**src/logic/mas_pkg.sv**
```systemverilog
`default_nettype none
package mas_pkg;
    // Read select codes
    localparam logic [2:0] MAS_SEL_EXT_STATUS  = 3'h0;
    localparam logic [2:0] MAS_SEL_ERR_CAUSE   = 3'h1;
    localparam logic [2:0] MAS_SEL_EVT_CAUSE   = 3'h2;
    localparam logic [2:0] MAS_SEL_REMAIN      = 3'h3;
    localparam logic [2:0] MAS_SEL_SPEED       = 3'h4;
    localparam logic [2:0] MAS_SEL_RAMP_DOWN   = 3'h5;
    localparam logic [2:0] MAS_SEL_INTERP      = 3'h6;

    // Extended status field positions
    localparam int MAS_EXT_STATE_LSB = 0;
    localparam int MAS_EXT_DIR_BIT   = 4;
    localparam int MAS_EXT_PIN_LSB   = 5;
    localparam int MAS_EXT_PIN_W     = 12;

    // Cause word widths and the fixed-zero error bit
    localparam int MAS_ERR_W        = 18;
    localparam int MAS_ERR_ZERO_BIT = 11;
    localparam int MAS_EVT_W        = 20;

    // Error cause field positions
    localparam int MAS_ERR_CMP_LSB  = 0;
    localparam int MAS_ERR_LIM_LSB  = 5;
    localparam int MAS_ERR_SLOW_BIT = 10;
    localparam int MAS_ERR_DATA_BIT = 12;
    localparam int MAS_ERR_SYNC_BIT = 13;
    localparam int MAS_ERR_PBOV_BIT = 14;
    localparam int MAS_ERR_INP_BIT  = 15;
    localparam int MAS_ERR_ENC_BIT  = 16;
    localparam int MAS_ERR_PUL_BIT  = 17;

    // Event cause field positions
    localparam int MAS_EVT_MOT_LSB = 0;
    localparam int MAS_EVT_CMP_LSB = 8;
    localparam int MAS_EVT_CNT_LSB = 13;
    localparam int MAS_EVT_IN_LSB  = 16;

    // Counter and field widths
    localparam int MAS_REMAIN_W = 28;
    localparam int MAS_SPEED_W  = 16;
    localparam int MAS_INDEX_W  = 4;
    localparam int MAS_IDLE_W   = 3;
    localparam int MAS_RAMP_W   = 24;
    localparam int MAS_AXES     = 4;

    // Speed word field positions
    localparam int MAS_SPD_INDEX_LSB = 16;
    localparam int MAS_SPD_IDLE_LSB  = 20;

    // Interpolation status field positions
    localparam int MAS_IPS_LIN1_LSB  = 0;
    localparam int MAS_IPS_LIN2_LSB  = 4;
    localparam int MAS_IPS_CIRC_LSB  = 8;
    localparam int MAS_IPS_CSPD_LSB  = 12;
    localparam int MAS_IPS_RUN_LSB   = 16;
    localparam int MAS_IPS_PQUAD_LSB = 20;
    localparam int MAS_IPS_EQUAD_LSB = 22;

    // Reset values
    localparam logic [31:0]           MAS_RST_WORD   = 32'h0000_0000;
    localparam logic [MAS_ERR_W-1:0]  MAS_RST_ERR    = 18'h0_0000;
    localparam logic [MAS_EVT_W-1:0]  MAS_RST_EVT    = 20'h0_0000;
    localparam logic [MAS_REMAIN_W-1:0] MAS_RST_REMAIN = 28'h000_0000;
endpackage : mas_pkg
`default_nettype wire

```
**src/logic/mas_status_regs.sv**
```systemverilog
`timescale 1ns/1ps
`default_nettype none
module mas_status_regs
    import mas_pkg::*;
#(
    parameter int REMAIN_W = MAS_REMAIN_W
) (
    input  wire logic                    sys_clk,
    input  wire logic                    rstn,
    // Host read port
    input  wire logic                    rd_strobe,
    input  wire logic [2:0]              rd_sel,
    output logic [31:0]                  rd_data_r,
    output logic                         rd_valid_r,
    // Axis state
    input  wire logic [3:0]              operation_state_code,
    input  wire logic                    direction_flag,
    input  wire logic                    ext_start_input,
    input  wire logic                    ext_stop_input,
    input  wire logic                    emergency_stop_input,
    input  wire logic                    target_reached_input,
    input  wire logic                    deviation_clear_output,
    input  wire logic                    encoder_index_input,
    input  wire logic                    plus_jog_input,
    input  wire logic                    minus_jog_input,
    input  wire logic                    counter_clear_input,
    input  wire logic                    latch_input,
    input  wire logic                    slowdown_input,
    input  wire logic                    in_position_input,
    // Error event pulses
    input  wire logic [4:0]              err_cmp_halt,
    input  wire logic [4:0]              err_ext_halt,
    input  wire logic                    err_slowdown_halt,
    input  wire logic                    err_bad_data,
    input  wire logic                    err_interp_stop,
    input  wire logic                    err_pulser_overflow,
    input  wire logic                    err_inpos_overrange,
    input  wire logic                    err_encoder_input,
    input  wire logic                    err_pulser_input,
    // Event pulses
    input  wire logic [7:0]              evt_motion,
    input  wire logic [4:0]              evt_cmp_met,
    input  wire logic [2:0]              evt_counter,
    input  wire logic [3:0]              evt_input,
    // Pulse engine
    input  wire logic                    op_start,
    input  wire logic                    pulse_out,
    input  wire logic [REMAIN_W-1:0]     target_position_setting,
    input  wire logic                    pulse_gen_active,
    input  wire logic [MAS_SPEED_W-1:0]  present_speed_field,
    input  wire logic [MAS_INDEX_W-1:0]  index_counter_field,
    input  wire logic [MAS_IDLE_W-1:0]   idling_count_field,
    input  wire logic [MAS_RAMP_W-1:0]   ramp_down_point,
    // Shared interpolation state
    input  wire logic [MAS_AXES-1:0]     interp_lin1_member,
    input  wire logic [MAS_AXES-1:0]     interp_lin2_member,
    input  wire logic [MAS_AXES-1:0]     interp_circ_member,
    input  wire logic [MAS_AXES-1:0]     interp_const_speed,
    input  wire logic                    lin1_active,
    input  wire logic                    lin2_active,
    input  wire logic                    circ_cw_active,
    input  wire logic                    circ_ccw_active,
    input  wire logic [1:0]              present_quadrant,
    input  wire logic [1:0]              ending_quadrant
);

    typedef struct packed {
        logic [MAS_ERR_W-1:0] err_cause;
        logic [MAS_EVT_W-1:0] evt_cause;
        logic [REMAIN_W-1:0]  remain;
        logic [31:0]          rd_data;
        logic                 rd_valid;
    } mas_state_type;

    mas_state_type st_r;
    mas_state_type st_nxt;

    logic [31:0]                 ext_word;
    logic [31:0]                 err_word;
    logic [31:0]                 evt_word;
    logic [31:0]                 remain_word;
    logic [31:0]                 speed_word;
    logic [31:0]                 ramp_word;
    logic [31:0]                 interp_word;
    logic [31:0]                 sel_word;
    logic [MAS_ERR_W-1:0]        err_set;
    logic [MAS_EVT_W-1:0]        evt_set;
    logic [REMAIN_W-1:0]         target_neg;
    logic [REMAIN_W-1:0]         target_abs;
    logic [REMAIN_W-1:0]         remain_step;
    logic [MAS_EXT_PIN_W-1:0]    pin_levels;
    wire logic [4*MAS_AXES-1:0]  member_bits;
    logic                        err_read_hit;
    logic                        evt_read_hit;
    logic                        remain_empty;
    logic                        remain_load;
    logic                        remain_dec;

    // Pin monitor in bit order 5..16
    always_comb begin
        pin_levels = {in_position_input,       // bit 16
                      slowdown_input,          // bit 15
                      latch_input,             // bit 14
                      counter_clear_input,     // bit 13
                      minus_jog_input,         // bit 12
                      plus_jog_input,          // bit 11
                      encoder_index_input,     // bit 10
                      deviation_clear_output,  // bit 9
                      target_reached_input,    // bit 8
                      emergency_stop_input,    // bit 7
                      ext_stop_input,          // bit 6
                      ext_start_input};        // bit 5
    end

    // State code, direction, then pin monitor
    always_comb begin
        ext_word = MAS_RST_WORD;
        ext_word[MAS_EXT_STATE_LSB +: 4] = operation_state_code;
        ext_word[MAS_EXT_DIR_BIT] = direction_flag;
        ext_word[MAS_EXT_PIN_LSB +: MAS_EXT_PIN_W] = pin_levels;
    end

    // A clearing read is one taken on the cause word's select
    always_comb begin
        err_read_hit = rd_strobe && (rd_sel == MAS_SEL_ERR_CAUSE);
        evt_read_hit = rd_strobe && (rd_sel == MAS_SEL_EVT_CAUSE);
    end

    // Error pulses into their cause bit positions
    always_comb begin
        err_set = MAS_RST_ERR;
        // Comparator halts, soft limits first
        err_set[MAS_ERR_CMP_LSB + 0] = err_cmp_halt[0];
        err_set[MAS_ERR_CMP_LSB + 1] = err_cmp_halt[1];
        err_set[MAS_ERR_CMP_LSB + 2] = err_cmp_halt[2];
        err_set[MAS_ERR_CMP_LSB + 3] = err_cmp_halt[3];
        err_set[MAS_ERR_CMP_LSB + 4] = err_cmp_halt[4];
        // End limits, alarm and stop inputs
        err_set[MAS_ERR_LIM_LSB + 0] = err_ext_halt[0];
        err_set[MAS_ERR_LIM_LSB + 1] = err_ext_halt[1];
        err_set[MAS_ERR_LIM_LSB + 2] = err_ext_halt[2];
        err_set[MAS_ERR_LIM_LSB + 3] = err_ext_halt[3];
        err_set[MAS_ERR_LIM_LSB + 4] = err_ext_halt[4];
        // Single-bit causes
        err_set[MAS_ERR_SLOW_BIT] = err_slowdown_halt;
        err_set[MAS_ERR_ZERO_BIT] = 1'b0;
        err_set[MAS_ERR_DATA_BIT] = err_bad_data;
        err_set[MAS_ERR_SYNC_BIT] = err_interp_stop;
        err_set[MAS_ERR_PBOV_BIT] = err_pulser_overflow;
        err_set[MAS_ERR_INP_BIT]  = err_inpos_overrange;
        err_set[MAS_ERR_ENC_BIT]  = err_encoder_input;
        err_set[MAS_ERR_PUL_BIT]  = err_pulser_input;
    end

    // Event pulses into their cause bit positions
    always_comb begin
        evt_set = MAS_RST_EVT;
        // Motion profile events
        evt_set[MAS_EVT_MOT_LSB + 0] = evt_motion[0];
        evt_set[MAS_EVT_MOT_LSB + 1] = evt_motion[1];
        evt_set[MAS_EVT_MOT_LSB + 2] = evt_motion[2];
        evt_set[MAS_EVT_MOT_LSB + 3] = evt_motion[3];
        evt_set[MAS_EVT_MOT_LSB + 4] = evt_motion[4];
        evt_set[MAS_EVT_MOT_LSB + 5] = evt_motion[5];
        evt_set[MAS_EVT_MOT_LSB + 6] = evt_motion[6];
        evt_set[MAS_EVT_MOT_LSB + 7] = evt_motion[7];
        // Comparator conditions met
        evt_set[MAS_EVT_CMP_LSB + 0] = evt_cmp_met[0];
        evt_set[MAS_EVT_CMP_LSB + 1] = evt_cmp_met[1];
        evt_set[MAS_EVT_CMP_LSB + 2] = evt_cmp_met[2];
        evt_set[MAS_EVT_CMP_LSB + 3] = evt_cmp_met[3];
        evt_set[MAS_EVT_CMP_LSB + 4] = evt_cmp_met[4];
        // Counter clear and latches
        evt_set[MAS_EVT_CNT_LSB + 0] = evt_counter[0];
        evt_set[MAS_EVT_CNT_LSB + 1] = evt_counter[1];
        evt_set[MAS_EVT_CNT_LSB + 2] = evt_counter[2];
        // Input events
        evt_set[MAS_EVT_IN_LSB + 0] = evt_input[0];
        evt_set[MAS_EVT_IN_LSB + 1] = evt_input[1];
        evt_set[MAS_EVT_IN_LSB + 2] = evt_input[2];
        evt_set[MAS_EVT_IN_LSB + 3] = evt_input[3];
    end

    // Magnitude of the signed target; most negative value fits unsigned
    always_comb begin
        target_neg = REMAIN_W'(~target_position_setting + 1'h1);
        if (target_position_setting[REMAIN_W-1]) begin
            target_abs = target_neg;
        end else begin
            target_abs = target_position_setting;
        end
    end

    // Count sticks at zero rather than wrapping
    always_comb begin
        remain_empty = (st_r.remain == '0);
        remain_step  = st_r.remain - 1'h1;
        remain_load  = op_start;
        remain_dec   = pulse_out && !remain_empty;
    end

    // Sticky error causes
    always_comb begin
        err_word = MAS_RST_WORD;
        err_word[MAS_ERR_W-1:0] = st_r.err_cause;
        err_word[MAS_ERR_ZERO_BIT] = 1'h0;
    end

    // Sticky event causes, upper bits zero
    always_comb begin
        evt_word = MAS_RST_WORD;
        evt_word[MAS_EVT_W-1:0] = st_r.evt_cause;
    end

    // Remaining count, top bits zero
    always_comb begin
        remain_word = MAS_RST_WORD;
        remain_word[REMAIN_W-1:0] = st_r.remain;
    end

    // Speed field reads zero once pulse generation stops
    always_comb begin
        speed_word = MAS_RST_WORD;
        if (pulse_gen_active) begin
            speed_word[MAS_SPEED_W-1:0] = present_speed_field;
        end
        speed_word[MAS_SPD_INDEX_LSB +: MAS_INDEX_W] = index_counter_field;
        speed_word[MAS_SPD_IDLE_LSB +: MAS_IDLE_W] = idling_count_field;
    end

    // Ramp-down point, top byte zero
    always_comb begin
        ramp_word = MAS_RST_WORD;
        ramp_word[MAS_RAMP_W-1:0] = ramp_down_point;
    end

    // One set of membership bits per axis, X first
    for (genvar ax = 0; ax < MAS_AXES; ax++) begin : g_axis
        assign member_bits[MAS_IPS_LIN1_LSB + ax] = interp_lin1_member[ax];
        assign member_bits[MAS_IPS_LIN2_LSB + ax] = interp_lin2_member[ax];
        assign member_bits[MAS_IPS_CIRC_LSB + ax] = interp_circ_member[ax];
        assign member_bits[MAS_IPS_CSPD_LSB + ax] = interp_const_speed[ax];
    end

    // Shared word built only from common inputs, so every axis reads the same
    always_comb begin
        interp_word = MAS_RST_WORD;
        interp_word[4*MAS_AXES-1:0] = member_bits;
        interp_word[MAS_IPS_RUN_LSB + 0] = lin1_active;
        interp_word[MAS_IPS_RUN_LSB + 1] = lin2_active;
        interp_word[MAS_IPS_RUN_LSB + 2] = circ_cw_active;
        interp_word[MAS_IPS_RUN_LSB + 3] = circ_ccw_active;
        interp_word[MAS_IPS_PQUAD_LSB +: 2] = present_quadrant;
        interp_word[MAS_IPS_EQUAD_LSB +: 2] = ending_quadrant;
    end

    // Word picked by the select, unmapped code reads zero
    always_comb begin
        unique case (rd_sel)
            MAS_SEL_EXT_STATUS: sel_word = ext_word;
            MAS_SEL_ERR_CAUSE:  sel_word = err_word;
            MAS_SEL_EVT_CAUSE:  sel_word = evt_word;
            MAS_SEL_REMAIN:     sel_word = remain_word;
            MAS_SEL_SPEED:      sel_word = speed_word;
            MAS_SEL_RAMP_DOWN:  sel_word = ramp_word;
            MAS_SEL_INTERP:     sel_word = interp_word;
            default:            sel_word = MAS_RST_WORD;
        endcase
    end

    always_comb begin
        st_nxt = st_r;
        // Answer registered one cycle after the strobe
        st_nxt.rd_valid = rd_strobe;
        if (rd_strobe) begin
            st_nxt.rd_data = sel_word;
        end
        // Clear on read, new causes in the same cycle survive
        if (err_read_hit) begin
            st_nxt.err_cause = err_set;
        end else begin
            st_nxt.err_cause = st_r.err_cause | err_set;
        end
        if (evt_read_hit) begin
            st_nxt.evt_cause = evt_set;
        end else begin
            st_nxt.evt_cause = st_r.evt_cause | evt_set;
        end
        // Load wins over a pulse in the start cycle
        if (remain_load) begin
            st_nxt.remain = target_abs;
        end else if (remain_dec) begin
            st_nxt.remain = remain_step;
        end
    end

    always_ff @(posedge sys_clk or negedge rstn) begin
        if (!rstn) begin
            st_r.err_cause <= MAS_RST_ERR;
            st_r.evt_cause <= MAS_RST_EVT;
            st_r.remain    <= '0;
            st_r.rd_data   <= MAS_RST_WORD;
            st_r.rd_valid  <= 1'b0;
        end else begin
            st_r <= st_nxt;
        end
    end

    assign rd_data_r  = st_r.rd_data;
    assign rd_valid_r = st_r.rd_valid;

endmodule : mas_status_regs
`default_nettype wire

```
**config.mk**
```make
export PLATFORM = sky130hd
export DESIGN_NAME = mas_status_regs
export DESIGN_NICKNAME = d
export VERILOG_FILES = /design/src/logic/mas_pkg.sv /design/src/logic/mas_status_regs.sv
export SDC_FILE = /design/constraint.sdc
export NUM_CORES = 1
export LEC_CHECK = 0
export ABC_AREA = 1
export CORE_ASPECT_RATIO = 0.6
export CORE_UTILIZATION = 45
export CTS_CLUSTER_SIZE = 25
export DETAILED_ROUTE_END_ITERATION = 16
export DONT_BUFFER_PORTS = 1
export HOLD_SLACK_MARGIN = 0.08
export PLACE_DENSITY_LB_ADDON = 0.05
export SYNTH_ARGS = -nofsm -noshare
export SYNTH_HDL_FRONTEND = slang
export SYNTH_SLANG_ARGS = --single-unit
export TNS_END_PERCENT = 100
```
**constraint.sdc**
```tcl
create_clock -name sys_clk -period 1.6 [get_ports sys_clk]
set_input_delay 0.16 -clock sys_clk [delete_from_list [all_inputs] [get_ports sys_clk]]
set_output_delay 0.16 -clock sys_clk [all_outputs]
set_load 0.01 [all_outputs]
```
==> impl_metrics.env <==
export IMPL_n_fill_cell=1237
export IMPL_syn_area_per_cell_um2=7.115
export IMPL_die_height_um=92.90
export IMPL_drive_gt1_share_pct=15.82
export IMPL_layout_setup_ws_ns=-0.06720
export IMPL_die_w_um=153.5
export IMPL_power_total_mw=6.579
export IMPL_setup_viol_count_final=9
export IMPL_final_nets=1159
export IMPL_syn_to_final_growth_pct=28.75
export IMPL_wl_per_cell_um=18.33
export IMPL_grt_pass1_wl_um=32990
export IMPL_arrival_ns=1.96
export IMPL_period_share_pct=104.2
export IMPL_worstPathRequired_ns=1.89
export IMPL_powerDensity_nw_per_um2=824.5
export IMPL_path_cells="inv_2, buf_6, nand2_4, nor2_4, nand2_4, nor2_4, xor2_1, nand2_1, nand2_1, nand2_1, nand2_1"
export IMPL_drc=0
export IMPL_pwr_share_comb_pct=25.2
export IMPL_post_route_util_pct=60.76
export IMPL_antenna_found_initial=0
export IMPL_drv_cap=0
export IMPL_antenna_left=0
export IMPL_fin_skew_ns=0.005494
export IMPL_critPathKind="flop to flop"
export IMPL_routed_via_density=5.654
export IMPL_cpMaxStageDelayCell="dfrtp_1"
export IMPL_cts_root_buf="clkbuf_16"
export IMPL_wl_um=21430
export IMPL_io_pins=195
export IMPL_vdd_ir_drop_max_uv=485.2
export IMPL_synthCells=871
export IMPL_synth_distinct_cells=42
export IMPL_first_pass_iters=5
export IMPL_dp_hpwl_um=15960
export IMPL_power_leakage_nw=3.974
export IMPL_cp_common_cell="nand2_1"
export IMPL_max_slew_worst_pin_slew_ns=0.6511
export IMPL_p_clk_share_pct=32.0
export IMPL_cts_max_level=3
export IMPL_path_clk_slew_ns=0.07
export IMPL_finalHoldViolations=94
export IMPL_slowest_delay_ns=0.39
export IMPL_synth_top_cell_area_share_pct=37.96
export IMPL_rows=32
export IMPL_critPathCaptureType="flop"
export IMPL_drt_initial_drc_count=634
export IMPL_fin_tns_setup_ns=-0.3458
export IMPL_core_area_um2=13130
export IMPL_internal_power_mw=4.425
export IMPL_synth_seq_cells=94
export IMPL_cts_path_max_buffers=2
export IMPL_dieArea_um2=14260
export IMPL_grt_max_degree=95
export IMPL_fin_crit_ns=1.667
export IMPL_initial_core_util_pct=47.19
export IMPL_fin_hold_ws_ns=-0.4980
export IMPL_yosysMostFrequentCell="nand2_1"
export IMPL_power_share_sequential_pct=42.8
export IMPL_drv_slew=0
export IMPL_synthTopCellsByCount="nand2_1, inv_1, dfrtp_1"
export IMPL_status="finished, violations left"
export IMPL_clk_latency_ns=0.34
export IMPL_gp_congestion=0.9166
export IMPL_p_sw_mw=2.154
export IMPL_maxSlewHeadroom_pct=56.45
export IMPL_finish_instance_area_um2=7979
export IMPL_rsz0062_at_grt="yes"
export IMPL_synthArstFlopShare_pct=100.0
export IMPL_synth_top_area_cell="dfrtp_1"
export IMPL_synth_seq_area_share_pct=37.96
export IMPL_vias=6609
export IMPL_yosys_top_cells_area="dfrtp_1, nand2_1, inv_1"
export IMPL_placed_area_um2=6714
export IMPL_worstHoldPathType="primary input to asynchronous set/reset pin"
export IMPL_yosys_warnings=0
export IMPL_antenna_cells=0
export IMPL_grt_pass1_vias=6239
export IMPL_grt_usage_pct=30.38
export IMPL_crit_fanout=6
export IMPL_syn_area_um2=6197
export IMPL_swShare_pct=32.75
export IMPL_overflow=0
export IMPL_crit_path_start_kind="flop"
export IMPL_ys_flop_type="dfrtp_1"
export IMPL_violations="hold timing, setup timing"
export IMPL_fmax_mhz=599.8
export IMPL_port_buffers=0
export IMPL_cts_tree="yes"
export IMPL_synth_edf_count=0
export IMPL_clock_sinks=94
export IMPL_cts_buffers=9
timing repair:
item | CTS | global route
hold buffers | 68 | 2
pin swaps | 10 | 20
endpoints found under the hold margin | 163 | 95
resized for setup | 26 | 36
gates cloned | 0 | 1
setup buffers | 3 | 5
setup endpoints to repair | 28 | 31
power by group through the flow:
stage	Clock, mW	Combinational (mW)	Sequential, mW
6_report	2.11	1.66	2.81
5_1_grt	2.24	1.83	2.84
4_1_cts	2.15	1.56	2.80
3_5_place_dp	0	1.35	2.84
3_3_place_gp	0	1.33	2.84
2_1_floorplan	0	0.859	2.82
routing by layer:
metal	track usage, %	up-vias	wire, um
li1	-	3115	-
met1	43.44	3143	9871
met2	44.73	325	9164
met3	8.563	26	2083
met4	7.750	0	307
met5	0	-	0
worst paths after layout:
path	from	endpoint	slack [ns]	cells after the start
max in group asynchronous	rstn	evt_word[13]$_DFF_PN0_	1.91	0
min	rstn	rd_data_r[25]$_DFFE_PN0P_	-0.50	0
min reg2reg	evt_word[19]$_DFF_PN0_	evt_word[19]$_DFF_PN0_	0.52	2
max	remain_word[0]$_DFFE_PN0P_	remain_word[19]$_DFFE_PN0P_	-0.07	11
max reg2reg	remain_word[0]$_DFFE_PN0P_	remain_word[19]$_DFFE_PN0P_	-0.07	11
min in group sys_clk	emergency_stop_input	rd_data_r[7]$_DFFE_PN0P_	0.09	4
stage by stage:
step	worst slack, ns	cells
after CTS	-0.01294	1161
final	-0.06720	1169
after floorplan	0.01269	874
after detailed placement	-0.1918	1074
after global routing	-0.1627	1169
after global placement	-0.09664	1074
logic make-up (layout without fill, tap and decap cells):
logic type / after synthesis / after routing / share of synthesized area, %
and+or+nand+nor: 421 / 421 / 29.54
AOI/OAI and AO/OA: 192 / 192 / 19.48
buffers and inverters: 143 / 268 / 9.954
DFF: 94 / 94 / 37.96
xor gates and xnor gates: 17 / 17 / 2.403
adders and majority gates: 3 / 3 / 0.6058
other: 1 / 4 / 0.06051
area by class of cell:
class                   instances  area [um2]  area share, %
flip-flops and latches         94        2352          29.48
inverters                     107       401.6          5.034
clock buffers                   9       225.2          2.823
repair buffers                145        1328          16.64
well taps                     170       212.7          2.666
clock inverters                 7       62.56         0.7841
multi-input cells             637        3397          42.57
critical path: cells and delay by family, from the launching register on:
kind / cells / cell delay, ns
buf+inv: 2 / 0.25
flops: 1 / 0.39
simple gates: 8 / 0.80
xor+xnor: 1 / 0.15
placed cells by master (no fill, tap or decap), drive strengths merged:
| cell | netlist | final |
|---|---|---|
| ha | 3 | 3 |
| nor4 | 1 | 1 |
| o221ai | 3 | 3 |
| nor3b | 6 | 6 |
| dfrtp | 94 | 94 |
| a21o | 2 | 2 |
| nor3 | 5 | 5 |
| nand4 | 11 | 11 |
| a22o | 11 | 11 |
| inv | 106 | 110 |
| o2111ai | 6 | 6 |
| clkinv | 1 | 4 |
| o31ai | 4 | 4 |
| o211ai | 2 | 2 |
| a21oi | 28 | 28 |
| clkbuf | 9 | 10 |
| nand2 | 231 | 231 |
| and2 | 1 | 1 |
| dlygate4sd3 | 0 | 70 |
| xnor2 | 3 | 3 |
| a211oi | 2 | 2 |
| xor2 | 14 | 14 |
| o21bai | 37 | 37 |
| a221oi | 7 | 7 |
| buf | 27 | 74 |
| o21ai | 68 | 68 |
| o22ai | 13 | 13 |
| a31oi | 9 | 9 |
| conb | 1 | 4 |
| nor2 | 102 | 102 |
| nand3 | 63 | 63 |
| nand3b | 1 | 1 |
flip-flops by register name (all words and copies together) (netlist names):
| register | count |
|---|---|
| rd_data_r | 28 |
| remain_word | 28 |
| evt_word | 20 |
| err_word | 17 |
| rd_valid_r | 1 |
Note: power is estimated with default switching activity, not from simulation.
